$ cat src/verilog/fdl_pkg.sv
package fdl_pkg;
   // Register indices; the byte address is four times the index.
   localparam logic [7:0] IDX_RX_CODE = 8'h04;
   localparam logic [7:0] IDX_RX_FIFO = 8'h05;
   localparam logic [7:0] IDX_TX_STAT = 8'h06;
   localparam logic [7:0] IDX_TX_CODE = 8'h07;
   localparam logic [7:0] IDX_TX_FIFO = 8'h08;
   localparam logic [7:0] IDX_LEG_BYTE = 8'h28;
   localparam logic [7:0] IDX_MATCH_ONE = 8'h29;
   localparam logic [7:0] IDX_MATCH_TWO = 8'h2a;
   localparam logic [7:0] IDX_LEG_STAT = 8'h30;
   localparam logic [7:0] IDX_LEG_MASK = 8'h31;
   localparam logic [7:0] IDX_LEG_CTRL = 8'h32;
   localparam int ADDR_W = 10;

   // Field positions.
   localparam int RX_LATCHED_BIT = 7;
   localparam int RX_LIVE_BIT = 6;
   localparam int TX_SEND_BIT = 7;
   localparam int TX_SRC_BIT = 6;
   localparam int TX_EMPTY_BIT = 2;
   localparam int TX_FULL_BIT = 1;
   localparam int TX_UNDERRUN_BIT = 0;
   localparam int LEG_FULL_BIT = 4;
   localparam int LEG_MATCH_BIT = 2;
   localparam int LEG_DESTUFF_BIT = 0;

   // Reset values and sizes.
   localparam logic [5:0] CODE_RESET = 6'h3f;
   localparam int CODE_W = 6;
   localparam int BYTE_W = 8;
   localparam logic [3:0] ABORT_ONES = 4'h8;
   localparam logic [2:0] STUFF_RUN = 3'h5;
   localparam logic [2:0] RUN_MAX = 3'h6;

   // Timing of the link; the bench does not use it and paces strobes every four clocks.
   localparam int CLK_PERIOD_NS = 100;
   localparam int LINK_BIT_TIME_US = 250;
   localparam int LINK_BIT_CYCLES = (LINK_BIT_TIME_US * 1000) / CLK_PERIOD_NS;

   localparam logic [1:0] RESP_OKAY = 2'h0;
   localparam logic [1:0] RESP_SLVERR = 2'h2;

   // Verified receive code from the code detector.
   typedef struct packed {
      logic valid;
      logic live;
      logic [5:0] code;
   } fdl_rx_code_t;

   // Live view of the HDLC transmit FIFO.
   typedef struct packed {
      logic full;
      logic empty;
      logic underrun;
   } fdl_tx_fifo_t;
endpackage

$ cat src/verilog/fdl_link_controller.sv
`timescale 1ns/100ps
// Operation
// - Receive code register holds latched code-detected copy, cleared by reading it.
// - Received codeword is six bits, bit 0 first received, bit 5 last.
// - Received code shows last verified code; resets to all ones.
// - Both HDLC FIFO data registers carry one byte, bit 7 most significant.
// - Transmit status shows live FIFO full and empty flags.
// - Unintended FIFO empty sends abort and sets latched underrun, cleared on read.
// - Transmit status bits 7 to 3 are unassigned, any read value.
// - Outgoing six-bit codeword is sent bit 0 first, bit 5 last.
// - Legacy mode shifts each link bit into eight-bit register, byte per 2 ms.
// - Full legacy register sets buffer-full status; masked interrupt goes low.
// - Received byte equal to either match byte sets match status and interrupt.
// - With destuff enabled, a zero after exactly five ones is deleted.
// - A zero after six or more ones is kept.
// - Legacy register holds first received bit in least significant position.
// - Legacy shifter and HDLC or code path take the same receive bits together.
// - Only one internal source drives the outgoing link bits at a time.
module fdl_link_controller (
   // Clock and reset
   input wire logic i_clk,
   input wire logic i_rst_n,
   // AXI4-Lite write address and data
   input wire logic [fdl_pkg::ADDR_W-1:0] i_awaddr,
   input wire logic i_awvalid,
   output logic o_awready,
   input wire logic [31:0] i_wdata,
   input wire logic [3:0] i_wstrb,
   input wire logic i_wvalid,
   output logic o_wready,
   output logic [1:0] o_bresp,
   output logic o_bvalid,
   input wire logic i_bready,
   // AXI4-Lite read
   input wire logic [fdl_pkg::ADDR_W-1:0] i_araddr,
   input wire logic i_arvalid,
   output logic o_arready,
   output logic [31:0] o_rdata,
   output logic [1:0] o_rresp,
   output logic o_rvalid,
   input wire logic i_rready,
   // Receive data link from the framer
   input wire logic i_rx_link_bit,
   input wire logic i_rx_link_strobe,
   input wire fdl_pkg::fdl_rx_code_t i_rx_code,
   // HDLC controller FIFO side
   input wire logic [7:0] i_rx_fifo_data,
   output logic o_rx_fifo_pop,
   input wire fdl_pkg::fdl_tx_fifo_t i_tx_fifo,
   output logic [7:0] o_tx_fifo_data,
   output logic o_tx_fifo_push,
   input wire logic i_hdlc_tx_bit,
   // Transmit data link toward the framer
   input wire logic i_tx_link_input_pin,
   input wire logic i_tx_link_strobe,
   output logic o_tx_link_bit,
   output logic o_rx_to_hdlc_bit,
   output logic o_rx_to_hdlc_strobe,
   // Interrupt
   output logic o_link_int_n
);

   // Write channel state.
   logic aw_got_ff;
   logic w_got_ff;
   logic [fdl_pkg::ADDR_W-1:0] awaddr_ff;
   logic [31:0] wdata_ff;
   logic [3:0] wstrb_ff;
   logic awready_ff;
   logic wready_ff;
   logic bvalid_ff;
   logic [1:0] bresp_ff;
   // Read channel state.
   logic arready_ff;
   logic rvalid_ff;
   logic [31:0] rdata_ff;
   logic [1:0] rresp_ff;
   logic rx_pop_ff;
   // Registers.
   logic [5:0] rx_code_ff;
   logic rx_latched_ff;
   logic underrun_ff;
   logic send_code_ff;
   logic src_sel_ff;
   logic [5:0] tx_code_ff;
   logic [7:0] tx_fifo_data_ff;
   logic tx_push_ff;
   logic [7:0] leg_byte_ff;
   logic [7:0] match_one_ff;
   logic [7:0] match_two_ff;
   logic leg_full_ff;
   logic leg_match_ff;
   logic leg_full_mask_ff;
   logic leg_match_mask_ff;
   logic destuff_en_ff;
   // Legacy receive path.
   logic [7:0] shift_ff;
   logic [2:0] bit_cnt_ff;
   logic [2:0] ones_run_ff;
   // Transmit path.
   logic [2:0] code_pos_ff;
   logic [3:0] abort_cnt_ff;
   logic tx_bit_ff;
   logic pin_meta_ff;
   logic pin_sync_ff;
   logic int_n_ff;
   logic hdlc_bit_ff;
   logic hdlc_stb_ff;

   logic wr_go;
   logic rd_go;
   logic [7:0] wr_idx;
   logic [7:0] rd_idx;
   logic leg_take;
   logic leg_drop;
   logic [7:0] nxt_shift;
   logic byte_done;

   // Address bits 1:0 are ignored; only listed indices decode to a register.
   function automatic logic [7:0] word_index(input logic [fdl_pkg::ADDR_W-1:0] addr);
      word_index = addr[fdl_pkg::ADDR_W-1:2];
   endfunction

   function automatic logic is_mapped(input logic [7:0] idx);
      case (idx)
         fdl_pkg::IDX_RX_CODE, fdl_pkg::IDX_RX_FIFO, fdl_pkg::IDX_TX_STAT,
         fdl_pkg::IDX_TX_CODE, fdl_pkg::IDX_TX_FIFO, fdl_pkg::IDX_LEG_BYTE,
         fdl_pkg::IDX_MATCH_ONE, fdl_pkg::IDX_MATCH_TWO, fdl_pkg::IDX_LEG_STAT,
         fdl_pkg::IDX_LEG_MASK, fdl_pkg::IDX_LEG_CTRL: is_mapped = 1'b1;
         default: is_mapped = 1'b0;
      endcase
   endfunction

   assign wr_go = aw_got_ff && w_got_ff && !bvalid_ff;
   assign rd_go = i_arvalid && arready_ff;
   assign wr_idx = word_index(awaddr_ff);
   assign rd_idx = word_index(i_araddr);

   // Write address and data are taken in either order, one write at a time.
   always_ff @(posedge i_clk) begin
      if (!i_rst_n) begin
         aw_got_ff <= 1'b0;
         w_got_ff <= 1'b0;
         awready_ff <= 1'b0;
         wready_ff <= 1'b0;
         awaddr_ff <= '0;
         wdata_ff <= 32'h0;
         wstrb_ff <= 4'h0;
         bvalid_ff <= 1'b0;
         bresp_ff <= fdl_pkg::RESP_OKAY;
      end else begin
         awready_ff <= !aw_got_ff && !(i_awvalid && awready_ff);
         wready_ff <= !w_got_ff && !(i_wvalid && wready_ff);
         if (i_awvalid && awready_ff) begin
            aw_got_ff <= 1'b1;
            awaddr_ff <= i_awaddr;
         end
         if (i_wvalid && wready_ff) begin
            w_got_ff <= 1'b1;
            wdata_ff <= i_wdata;
            wstrb_ff <= i_wstrb;
         end
         if (wr_go) begin
            bvalid_ff <= 1'b1;
            bresp_ff <= is_mapped(wr_idx) ? fdl_pkg::RESP_OKAY : fdl_pkg::RESP_SLVERR;
         end else if (bvalid_ff && i_bready) begin
            bvalid_ff <= 1'b0;
            aw_got_ff <= 1'b0;
            w_got_ff <= 1'b0;
            awready_ff <= 1'b1;
            wready_ff <= 1'b1;
         end
      end
   end

   // Software-written configuration.
   always_ff @(posedge i_clk) begin
      if (!i_rst_n) begin
         send_code_ff <= 1'b0;
         src_sel_ff <= 1'b0;
         tx_code_ff <= 6'h00;
         match_one_ff <= 8'h00;
         match_two_ff <= 8'h00;
         leg_full_mask_ff <= 1'b0;
         leg_match_mask_ff <= 1'b0;
         destuff_en_ff <= 1'b0;
         tx_fifo_data_ff <= 8'h00;
         tx_push_ff <= 1'b0;
      end else begin
         tx_push_ff <= 1'b0;
         if (wr_go && wstrb_ff[0]) begin
            case (wr_idx)
               fdl_pkg::IDX_TX_CODE: begin
                  send_code_ff <= wdata_ff[fdl_pkg::TX_SEND_BIT];
                  src_sel_ff <= wdata_ff[fdl_pkg::TX_SRC_BIT];
                  tx_code_ff <= wdata_ff[fdl_pkg::CODE_W-1:0];
               end
               fdl_pkg::IDX_TX_FIFO: begin
                  tx_fifo_data_ff <= wdata_ff[fdl_pkg::BYTE_W-1:0];
                  tx_push_ff <= 1'b1;
               end
               fdl_pkg::IDX_MATCH_ONE: match_one_ff <= wdata_ff[7:0];
               fdl_pkg::IDX_MATCH_TWO: match_two_ff <= wdata_ff[7:0];
               fdl_pkg::IDX_LEG_MASK: begin
                  leg_full_mask_ff <= wdata_ff[fdl_pkg::LEG_FULL_BIT];
                  leg_match_mask_ff <= wdata_ff[fdl_pkg::LEG_MATCH_BIT];
               end
               fdl_pkg::IDX_LEG_CTRL: destuff_en_ff <= wdata_ff[fdl_pkg::LEG_DESTUFF_BIT];
               default: begin
               end
            endcase
         end
      end
   end

   // Read data is captured when the address is taken, with its side effects.
   always_ff @(posedge i_clk) begin
      if (!i_rst_n) begin
         arready_ff <= 1'b0;
         rvalid_ff <= 1'b0;
         rdata_ff <= 32'h0;
         rresp_ff <= fdl_pkg::RESP_OKAY;
         rx_pop_ff <= 1'b0;
      end else begin
         rx_pop_ff <= rd_go && (rd_idx == fdl_pkg::IDX_RX_FIFO);
         if (rd_go) begin
            arready_ff <= 1'b0;
            rvalid_ff <= 1'b1;
            rresp_ff <= is_mapped(rd_idx) ? fdl_pkg::RESP_OKAY : fdl_pkg::RESP_SLVERR;
            rdata_ff <= 32'h0;
            case (rd_idx)
               fdl_pkg::IDX_RX_CODE: begin
                  rdata_ff[fdl_pkg::RX_LATCHED_BIT] <= rx_latched_ff;
                  rdata_ff[fdl_pkg::RX_LIVE_BIT] <= i_rx_code.live;
                  rdata_ff[5:0] <= rx_code_ff;
               end
               fdl_pkg::IDX_RX_FIFO: rdata_ff[7:0] <= i_rx_fifo_data;
               fdl_pkg::IDX_TX_STAT: begin
                  // Unassigned upper bits read as zero.
                  rdata_ff[fdl_pkg::TX_EMPTY_BIT] <= i_tx_fifo.empty;
                  rdata_ff[fdl_pkg::TX_FULL_BIT] <= i_tx_fifo.full;
                  rdata_ff[fdl_pkg::TX_UNDERRUN_BIT] <= underrun_ff;
               end
               fdl_pkg::IDX_TX_CODE: begin
                  rdata_ff[fdl_pkg::TX_SEND_BIT] <= send_code_ff;
                  rdata_ff[fdl_pkg::TX_SRC_BIT] <= src_sel_ff;
                  rdata_ff[5:0] <= tx_code_ff;
               end
               fdl_pkg::IDX_LEG_BYTE: rdata_ff[7:0] <= leg_byte_ff;
               fdl_pkg::IDX_MATCH_ONE: rdata_ff[7:0] <= match_one_ff;
               fdl_pkg::IDX_MATCH_TWO: rdata_ff[7:0] <= match_two_ff;
               fdl_pkg::IDX_LEG_STAT: begin
                  rdata_ff[fdl_pkg::LEG_FULL_BIT] <= leg_full_ff;
                  rdata_ff[fdl_pkg::LEG_MATCH_BIT] <= leg_match_ff;
               end
               fdl_pkg::IDX_LEG_MASK: begin
                  rdata_ff[fdl_pkg::LEG_FULL_BIT] <= leg_full_mask_ff;
                  rdata_ff[fdl_pkg::LEG_MATCH_BIT] <= leg_match_mask_ff;
               end
               fdl_pkg::IDX_LEG_CTRL: rdata_ff[fdl_pkg::LEG_DESTUFF_BIT] <= destuff_en_ff;
               default: rdata_ff <= 32'h0;
            endcase
         end else if (rvalid_ff && i_rready) begin
            rvalid_ff <= 1'b0;
            arready_ff <= 1'b1;
         end else if (!rvalid_ff) begin
            arready_ff <= 1'b1;
         end
      end
   end

   // Receive code; a new event wins over the read that clears the latch.
   always_ff @(posedge i_clk) begin
      if (!i_rst_n) begin
         rx_code_ff <= fdl_pkg::CODE_RESET;
         rx_latched_ff <= 1'b0;
      end else begin
         if (i_rx_code.valid) begin
            rx_code_ff <= i_rx_code.code;
         end
         if (i_rx_code.live) begin
            rx_latched_ff <= 1'b1;
         end else if (rd_go && rd_idx == fdl_pkg::IDX_RX_CODE) begin
            rx_latched_ff <= 1'b0;
         end
      end
   end

   // Underrun latch and abort length.
   always_ff @(posedge i_clk) begin
      if (!i_rst_n) begin
         underrun_ff <= 1'b0;
         abort_cnt_ff <= 4'h0;
      end else begin
         if (i_tx_fifo.underrun) begin
            underrun_ff <= 1'b1;
         end else if (rd_go && rd_idx == fdl_pkg::IDX_TX_STAT) begin
            underrun_ff <= 1'b0;
         end
         if (i_tx_fifo.underrun && src_sel_ff) begin
            abort_cnt_ff <= fdl_pkg::ABORT_ONES;
         end else if (i_tx_link_strobe && abort_cnt_ff != 4'h0) begin
            abort_cnt_ff <= abort_cnt_ff - 4'h1;
         end
      end
   end

   // The link pin comes from outside the clock domain.
   always_ff @(posedge i_clk) begin
      if (!i_rst_n) begin
         pin_meta_ff <= 1'b0;
         pin_sync_ff <= 1'b0;
      end else begin
         pin_meta_ff <= i_tx_link_input_pin;
         pin_sync_ff <= pin_meta_ff;
      end
   end

   // One source at a time feeds the outgoing link; code beats abort beats data.
   always_ff @(posedge i_clk) begin
      if (!i_rst_n) begin
         tx_bit_ff <= 1'b1;
         code_pos_ff <= 3'h0;
      end else begin
         if (!send_code_ff) begin
            code_pos_ff <= 3'h0;
         end
         if (i_tx_link_strobe) begin
            if (send_code_ff) begin
               tx_bit_ff <= tx_code_ff[code_pos_ff];
               code_pos_ff <= (code_pos_ff == 3'h5) ? 3'h0 : code_pos_ff + 3'h1;
            end else if (!src_sel_ff) begin
               tx_bit_ff <= pin_sync_ff;
            end else if (abort_cnt_ff != 4'h0) begin
               tx_bit_ff <= 1'b1;
            end else begin
               tx_bit_ff <= i_hdlc_tx_bit;
            end
         end
      end
   end

   // Destuffing: a zero after exactly five ones is dropped, after six kept.
   assign leg_drop = destuff_en_ff && !i_rx_link_bit &&
                     ones_run_ff == fdl_pkg::STUFF_RUN;
   assign leg_take = i_rx_link_strobe && !leg_drop;
   assign nxt_shift = {i_rx_link_bit, shift_ff[7:1]};
   assign byte_done = leg_take && bit_cnt_ff == 3'h7;

   always_ff @(posedge i_clk) begin
      if (!i_rst_n) begin
         shift_ff <= 8'h00;
         bit_cnt_ff <= 3'h0;
         ones_run_ff <= 3'h0;
         leg_byte_ff <= 8'h00;
      end else if (i_rx_link_strobe) begin
         if (!i_rx_link_bit) begin
            ones_run_ff <= 3'h0;
         end else if (ones_run_ff != fdl_pkg::RUN_MAX) begin
            ones_run_ff <= ones_run_ff + 3'h1;
         end
         if (leg_take) begin
            shift_ff <= nxt_shift;
            bit_cnt_ff <= bit_cnt_ff + 3'h1;
         end
         if (byte_done) begin
            // An unread byte is overwritten here.
            leg_byte_ff <= nxt_shift;
         end
      end
   end

   // Legacy status, set over clear, masked onto the interrupt.
   always_ff @(posedge i_clk) begin
      if (!i_rst_n) begin
         leg_full_ff <= 1'b0;
         leg_match_ff <= 1'b0;
         int_n_ff <= 1'b1;
      end else begin
         if (byte_done) begin
            leg_full_ff <= 1'b1;
         end else if (rd_go && rd_idx == fdl_pkg::IDX_LEG_STAT) begin
            leg_full_ff <= 1'b0;
         end
         if (byte_done && (nxt_shift == match_one_ff || nxt_shift == match_two_ff)) begin
            leg_match_ff <= 1'b1;
         end else if (rd_go && rd_idx == fdl_pkg::IDX_LEG_STAT) begin
            leg_match_ff <= 1'b0;
         end
         int_n_ff <= !((leg_full_ff && leg_full_mask_ff) ||
                       (leg_match_ff && leg_match_mask_ff));
      end
   end

   // The HDLC receiver sees the same raw bits as the legacy shifter.
   always_ff @(posedge i_clk) begin
      if (!i_rst_n) begin
         hdlc_bit_ff <= 1'b0;
         hdlc_stb_ff <= 1'b0;
      end else begin
         hdlc_bit_ff <= i_rx_link_bit;
         hdlc_stb_ff <= i_rx_link_strobe;
      end
   end

   assign o_awready = awready_ff;
   assign o_wready = wready_ff;
   assign o_bvalid = bvalid_ff;
   assign o_bresp = bresp_ff;
   assign o_arready = arready_ff;
   assign o_rvalid = rvalid_ff;
   assign o_rdata = rdata_ff;
   assign o_rresp = rresp_ff;
   assign o_rx_fifo_pop = rx_pop_ff;
   assign o_tx_fifo_data = tx_fifo_data_ff;
   assign o_tx_fifo_push = tx_push_ff;
   assign o_tx_link_bit = tx_bit_ff;
   assign o_rx_to_hdlc_bit = hdlc_bit_ff;
   assign o_rx_to_hdlc_strobe = hdlc_stb_ff;
   assign o_link_int_n = int_n_ff;

endmodule // fdl_link_controller

$ cat config.mk
export PLATFORM = sky130hd
export DESIGN_NAME = fdl_link_controller
export DESIGN_NICKNAME = d
export VERILOG_FILES = /design/src/verilog/fdl_pkg.sv /design/src/verilog/fdl_link_controller.sv
export SDC_FILE = /design/constraint.sdc
export NUM_CORES = 1
export LEC_CHECK = 0
export BUFFER_PORTS_ARGS = -buffer_cell sky130_fd_sc_hd__buf_2
export CAP_MARGIN = 20
export CELL_PAD_IN_SITES_DETAIL_PLACEMENT = 0
export CELL_PAD_IN_SITES_GLOBAL_PLACEMENT = 1
export CORE_MARGIN = 8
export CORE_UTILIZATION = 39
export CTS_CLUSTER_DIAMETER = 30
export DETAILED_ROUTE_END_ITERATION = 10
export PLACE_DENSITY_LB_ADDON = 0.25
export SKIP_LAST_GASP = 1
export SYNTH_ARGS = -nofsm -noshare
export SYNTH_HDL_FRONTEND = slang
export SYNTH_SLANG_ARGS = --single-unit
$ cat constraint.sdc
create_clock -name i_clk -period 2.1 [get_ports i_clk]
set_input_delay 0.105 -clock i_clk [delete_from_list [all_inputs] [get_ports i_clk]]
set_output_delay 0.105 -clock i_clk [all_outputs]
set_load 0.1 [all_outputs]
-- Word-level counts from Yosys, hierarchy flattened
Index checks and enable logic that the tools add are counted.
- input bits: 87
- flip-flop bits (word level): 120
- output and inout bits: 55
- reduce and logical (&&, ||, !) cells: 55
- add/sub/neg operators: 4
- $lt $le $gt $ge: 1
- muxes and demuxes: 51
- equal/unequal tests: 30
- bitwise logic cells: 1
- operator list (operator ; number):
    == test 8 x 6 -> 1 bit (second input constant) ; 12
    == test 8 x 3 -> 1 bit (second input constant) ; 8
    two-way mux 1 bit ; 34
    logical AND 1 bit ; 23
    OR reduction 11 bit ; 2
    AND reduction 2 bit ; 10
    two-way mux 3 bit ; 6
    case mux 3 bit (6 select lines) ; 1
    == test 8 x 4 -> 1 bit (second input constant) ; 2
    == test 8 bit ; 2
    case mux 1 bit (8 select lines) ; 2
    nonzero test 2 bit ; 7
    adder 3 x 1 -> 3 bit (second input constant) ; 3
    == test 3 bit (second input constant) ; 3
    case mux 1 bit (9 select lines) ; 1
    zero test 1 bit ; 8
    two-way mux 4 bit ; 2
    case mux 1 bit (7 select lines) ; 1
    case mux 1 bit (6 select lines) ; 1
    less-than comparator 3 x 4 -> 1 bit (second input constant) ; 1
    two-way mux 2 bit ; 2
    != test 2 x 1 -> 1 bit (second input constant) ; 2
    nonzero test 4 bit ; 1
    OR reduction 2 bit ; 2
    other kinds (5) ; 6

-- Depth between registers and ports, before layout
- depth in word-level cells: 8
- mapped depth: 7
- mapped depth without buffers: 6

-- Worst setup path before layout
No wires, ideal clock.
- path kind: register to register
- start point: register bvalid_ff (netlist: o_bvalid)
- end point: register tx_fifo_data_ff[7] (netlist: o_tx_fifo_data[7])
- stages on the path, launching flop included: 7
- period minus slack after synthesis: 2098 ps
- arrival: 1971 ps
- path slack: 2 ps
- path through: dfxtp_1 and4b_1 clkbuf_1 nand4b_1 buf_2 mux2i_1 nor2_1
- longest elaborated chain between the ends: 4
- RTL lines (item ; line ; text):
    start: declaration ; fdl_link_controller.sv:71 ; logic bvalid_ff;
    start signal: assignment ; fdl_link_controller.sv:149 ; bvalid_ff <= 1'b0;
    start signal: assignment ; fdl_link_controller.sv:164 ; bvalid_ff <= 1'b1;
    start signal: assignment ; fdl_link_controller.sv:167 ; bvalid_ff <= 1'b0;
    zero test 1 bit ; fdl_link_controller.sv:134 ; assign wr_go = aw_got_ff && w_got_ff && !bvalid_ff;
    logical AND 1 bit ; fdl_link_controller.sv:134 ;
    logical AND 1 bit ; fdl_link_controller.sv:191 ; if (wr_go && wstrb_ff[0]) begin
    AND reduction 2 bit (no source line) ; - ;
    end signal: assignment ; fdl_link_controller.sv:199 ; tx_fifo_data_ff <= wdata_ff[fdl_pkg::BYTE_W-1:0];
    end: declaration ; fdl_link_controller.sv:86 ; logic [7:0] tx_fifo_data_ff;
Every way passes these cells.
A chain may end at the register's enable or synchronous reset.

-- Final worst setup path
- start point: register awaddr_ff[7] in the netlist's numbering
- end point: register match_two_ff[6]
- longest elaborated chain between the ends: 2
- RTL lines (item ; line ; text):
    start: declaration ; fdl_link_controller.sv:66 ; logic [fdl_pkg::ADDR_W-1:0] awaddr_ff;
    start signal: assignment ; fdl_link_controller.sv:156 ; awaddr_ff <= i_awaddr;
    == test 8 x 6 -> 1 bit ; fdl_link_controller.sv:192 ; case (wr_idx)
    AND reduction 2 bit (no source line) ; - ;
    end signal: assignment ; fdl_link_controller.sv:203 ; fdl_pkg::IDX_MATCH_TWO: match_two_ff <= wdata_ff[7:0];
    end: declaration ; fdl_link_controller.sv:90 ; logic [7:0] match_two_ff;
Every way passes these cells.

==> summary.txt <==
Worst setup path
  • Cell count of the worst reg-to-reg path: 4
  • Worst r2r src: awaddr_ff[7]
  • FF-to-FF setup slack: 270 ps
  • Critical path launch point type: flop
  • Crit path required time: 2370 ps
  • CP Class: flop to flop
  • Crit path largest cell delay: 480 ps
  • Crit path cell chain: nor4b_2 -> nand4_2 -> mux2i_1 -> nor2_1
  • Worst Path Max Fanout: 8
  • CP max-delay cell: nor4b_2
  • CP Capture Type: flop
  • Worst R2R End: match_two_ff[6]
  • WP data arrival: ~2100 ps

Yosys
  • Largest family of logic cells by synthesized area: simple AND/OR/NAND/NOR gates
  • Yosys reg bits: 115
  • Mapped Area: around 5300 sq um
  • Ys flop type: dfxtp_1
  • Post-synthesis mux area share: about 14%
  • YS warnings: 0
  • Mapped Cells: 584
  • EDFF count, synth: 0
  • Compound-gate portion of the synthesized area: a little under an eighth
  • Ys async rst share: 0%
  • Synth Area in Simple Gates: 19.3%
  • Syn_area_per_cell: 9.04 sq um
  • Xor/xnor share of the synthesized area: roughly 3.7%
  • Synth cell types: 52
  • Post-synthesis adder-cell area fraction: 1.42%
  • Sequential area share after synthesis: 43.6%

Outcome
  • Outcome: finished, final reports clean

Worst hold path
  • Hold Path Class: input pin to flop
  • Hold Startpoint: i_rx_link_bit
  • Hold depth: 3
  • Endpoint, Worst Hold: leg_byte_ff[7]

STA
  • Slew HR: ~49%
  • Final max-slew violation count: 0
  • Clk_skew: roughly 8.4 ps
  • Tmin final: roughly 1800 ps
  • Final Setup Violations: 0
  • RSZ-0062 raised after global routing: false
  • FMAX: 0.547 GHz
  • Tightest Pin Transition: 762 ps
  • Final Hold Fails: 0
  • Tcrit/Tclk final: 87.0%
  • Setup TNS: 0 ps

Layout
  • Finished Core Util: between 50 and 60%
  • ANT cells: 0
  • Final std cells w/o fill: between 800 and 900
  • Nets: 783
  • Leading cell type in the layout, fill and taps excluded: dfxtp_1
  • Fillers: 1,276
  • Most frequent cells in the layout: dfxtp_1 (115), buf_2 (84), nor2_1 (65), mux2i_1 (64), nand2_1 (59)
  • Area Overhead vs Synth: 27.2%
  • Layout cells sized above 1: 19.3%

Placed design
  • Final RePlAce weighted congestion: 0.816
  • I/O Buffers: 84
  • Placed cells: 819
  • Post-DP HPWL: 9660 microns

Global route
  • GRT Util Overall: 15.9%
  • Total grt overflow: 0
  • First-pass GRT wire length: 22,500 microns
  • Vias in the first global route: 4,370
  • Initial antenna violation count: 0
  • Pin count of the biggest net entering global routing: 32

Power and ir drop
  • Worst ir drop on vdd: 0.000492 V
  • PwrDens: ~940 nW/um^2
  • Leak: 0.00313 uW

Drt
  • Vias after detailed routing: 4,362
  • DRC viols: 0
  • First-pass detailed-route iteration total: 4
  • Via density: 4.96
  • Initial DRC Count: 299
  • Final WL: 13,600 microns
  • Post-route ant nets: 0
  • WL/cell: roughly 15 microns

Clock tree
  • Clock Latency Late Sink: 420 ps
  • Root Driver: clkbuf_16
  • Clk pin slew, worst setup/hold paths: approximately 50 ps
  • CTS tree: yes
  • H-tree lvl count: 4
  • Clk buf depth: 2
  • TritonCTS buffer count: 17
  • PostCTS Resize Cnt: 0
  • Clock sink total: 115

Floorplan
  • Die Width: roughly 130 microns
  • Total core area: 13,200 sq um
  • # IOs: 142
  • DIE HEIGHT: 132 microns
  • Starting density of the core: between 30% and 40%
  • Row cnt: 42
  • Total Die Area: around 18,000 sq um

Run
  • Max-cap viol count: 0
## through the flow
stage	hold slack, ps	total power [uW]	instance area [sq um]	worst slack, ps
floorplan	229	3080	5370	1.58
global placement	321	3210	5790	417
detailed placement	332	3230	5790	380
CTS	26.7	6360	6710	308
global route	39.1	6530	6710	237
finish	39.8	6310	6710	273
## critical path, delay by kind of cell, from the launching register on
family | cells | cell delay [ps]
flip-flops | 1 | 410
multiplexers | 1 | 300
AND/OR/NAND/NOR | 3 | 960
## flip-flops by register name (all words and copies together) (netlist names), 3 cells and up
register        cells
tx_code_ff          6
leg_byte_ff         8
ones_run_ff         3
match_one_ff        8
match_two_ff        8
rx_code_ff          6
abort_cnt_ff        4
awaddr_ff           8
o_rdata             8
o_tx_fifo_data      8
bit_cnt_ff          3
wdata_ff            8
code_pos_ff         3
shift_ff            7
## kinds of logic (layout without fill, tap and decap cells)
group / after synthesis / in the layout
AOI/OAI and AO/OA: 96 / 96
xor gates and xnor gates: 22 / 22
adders and majority gates: 6 / 6
buffers and inverters: 67 / 161
DFF: 115 / 115
muxes: 68 / 68
other: 1 / 26
and+or+nand+nor: 209 / 209
## power breakdown
part / switching [uW] / total [uW] / leakage, uW / internal [uW]
logic: 615 / 873 / 0.00189 / 258
registers: 77.7 / 2350 / 0.000935 / 2270
clock network: 981 / 3080 / 0.000309 / 2100
total: 1670 / 6310 / 0.00313 / 4630
## synthesized netlist by cell type, types with 2 or more instances
master | number | area, sq um
dfxtp_1 | 115 | 2300
nand4_1 | 2 | 12.5
o2bb2ai_1 | 7 | 61.3
o21a_1 | 2 | 15.0
nor4b_1 | 2 | 17.5
clkbuf_1 | 23 | 86.3
nand2b_1 | 8 | 50.1
a211oi_1 | 4 | 30.0
mux2i_1 | 64 | 641
a2bb2oi_1 | 2 | 17.5
inv_1 | 8 | 30.0
nand4b_1 | 3 | 26.3
nand2_1 | 59 | 221
xnor2_1 | 2 | 17.5
nor2_1 | 65 | 244
o31ai_1 | 2 | 15.0
and2_1 | 8 | 50.1
nand3_1 | 30 | 150
nand3b_1 | 4 | 30.0
a22oi_1 | 2 | 15.0
a221oi_1 | 5 | 43.8
nor3_1 | 6 | 30.0
mux4_2 | 4 | 90.1
xor2_1 | 20 | 175
buf_2 | 4 | 20.0
a31oi_1 | 4 | 25.0
o21ai_0 | 16 | 80.1
a21oi_1 | 42 | 210
nand4_2 | 2 | 25.0
nor4_1 | 5 | 31.3
buf_1 | 6 | 22.5
and3b_1 | 2 | 17.5
a21o_1 | 2 | 15.0
ha_1 | 6 | 75.1
buf_4 | 26 | 195
nor2b_1 | 6 | 37.5
## layer usage
layer  global-route usage (%)  part of all wire (%)  vias to the layer above
li1                         -                     -                     2207
met1                     19.8                    48                     2033
met2                     24.8                    46                      108
met3                     5.30                   5.3                       14
met4                     6.06                   1.1                        0
met5                        0                     0                        -
## area by class of cell
cell class	instances	area, sq um	share of cell area (%)
multi-input cells	427	2720	40.5
flip-flops and latches	115	2300	34.3
repair buffers	121	806	12.0
clock buffers	23	488	7.27
well taps	176	220	3.28
clock inverters	9	150	2.24
inverters	8	30.0	0.447
## timing repair
| item | in CTS | in global routing |
|---|---|---|
| hold buffers | 28 | 0 |
| buffers inserted | 0 | 0 |
| hold endpoints to repair | 28 | 0 |
| endpoints found under the setup margin | 0 | 0 |
## how the worst max path moves through the flow
stage                  from                end  slack [ps]  cells past startpoint
4_1_cts        awaddr_ff[7]    match_two_ff[6]         310                      4
3_5_place_dp   awaddr_ff[7]    match_two_ff[7]         380                      4
3_3_place_gp    i_araddr[4]       leg_match_ff         420                      5
6_report       awaddr_ff[7]    match_two_ff[6]         270                      4
5_1_grt        awaddr_ff[7]    match_two_ff[6]         240                      4
2_1_floorplan      o_bvalid  o_tx_fifo_data[7]           2                      6
Note: power is estimated with default switching activity, not from simulation.
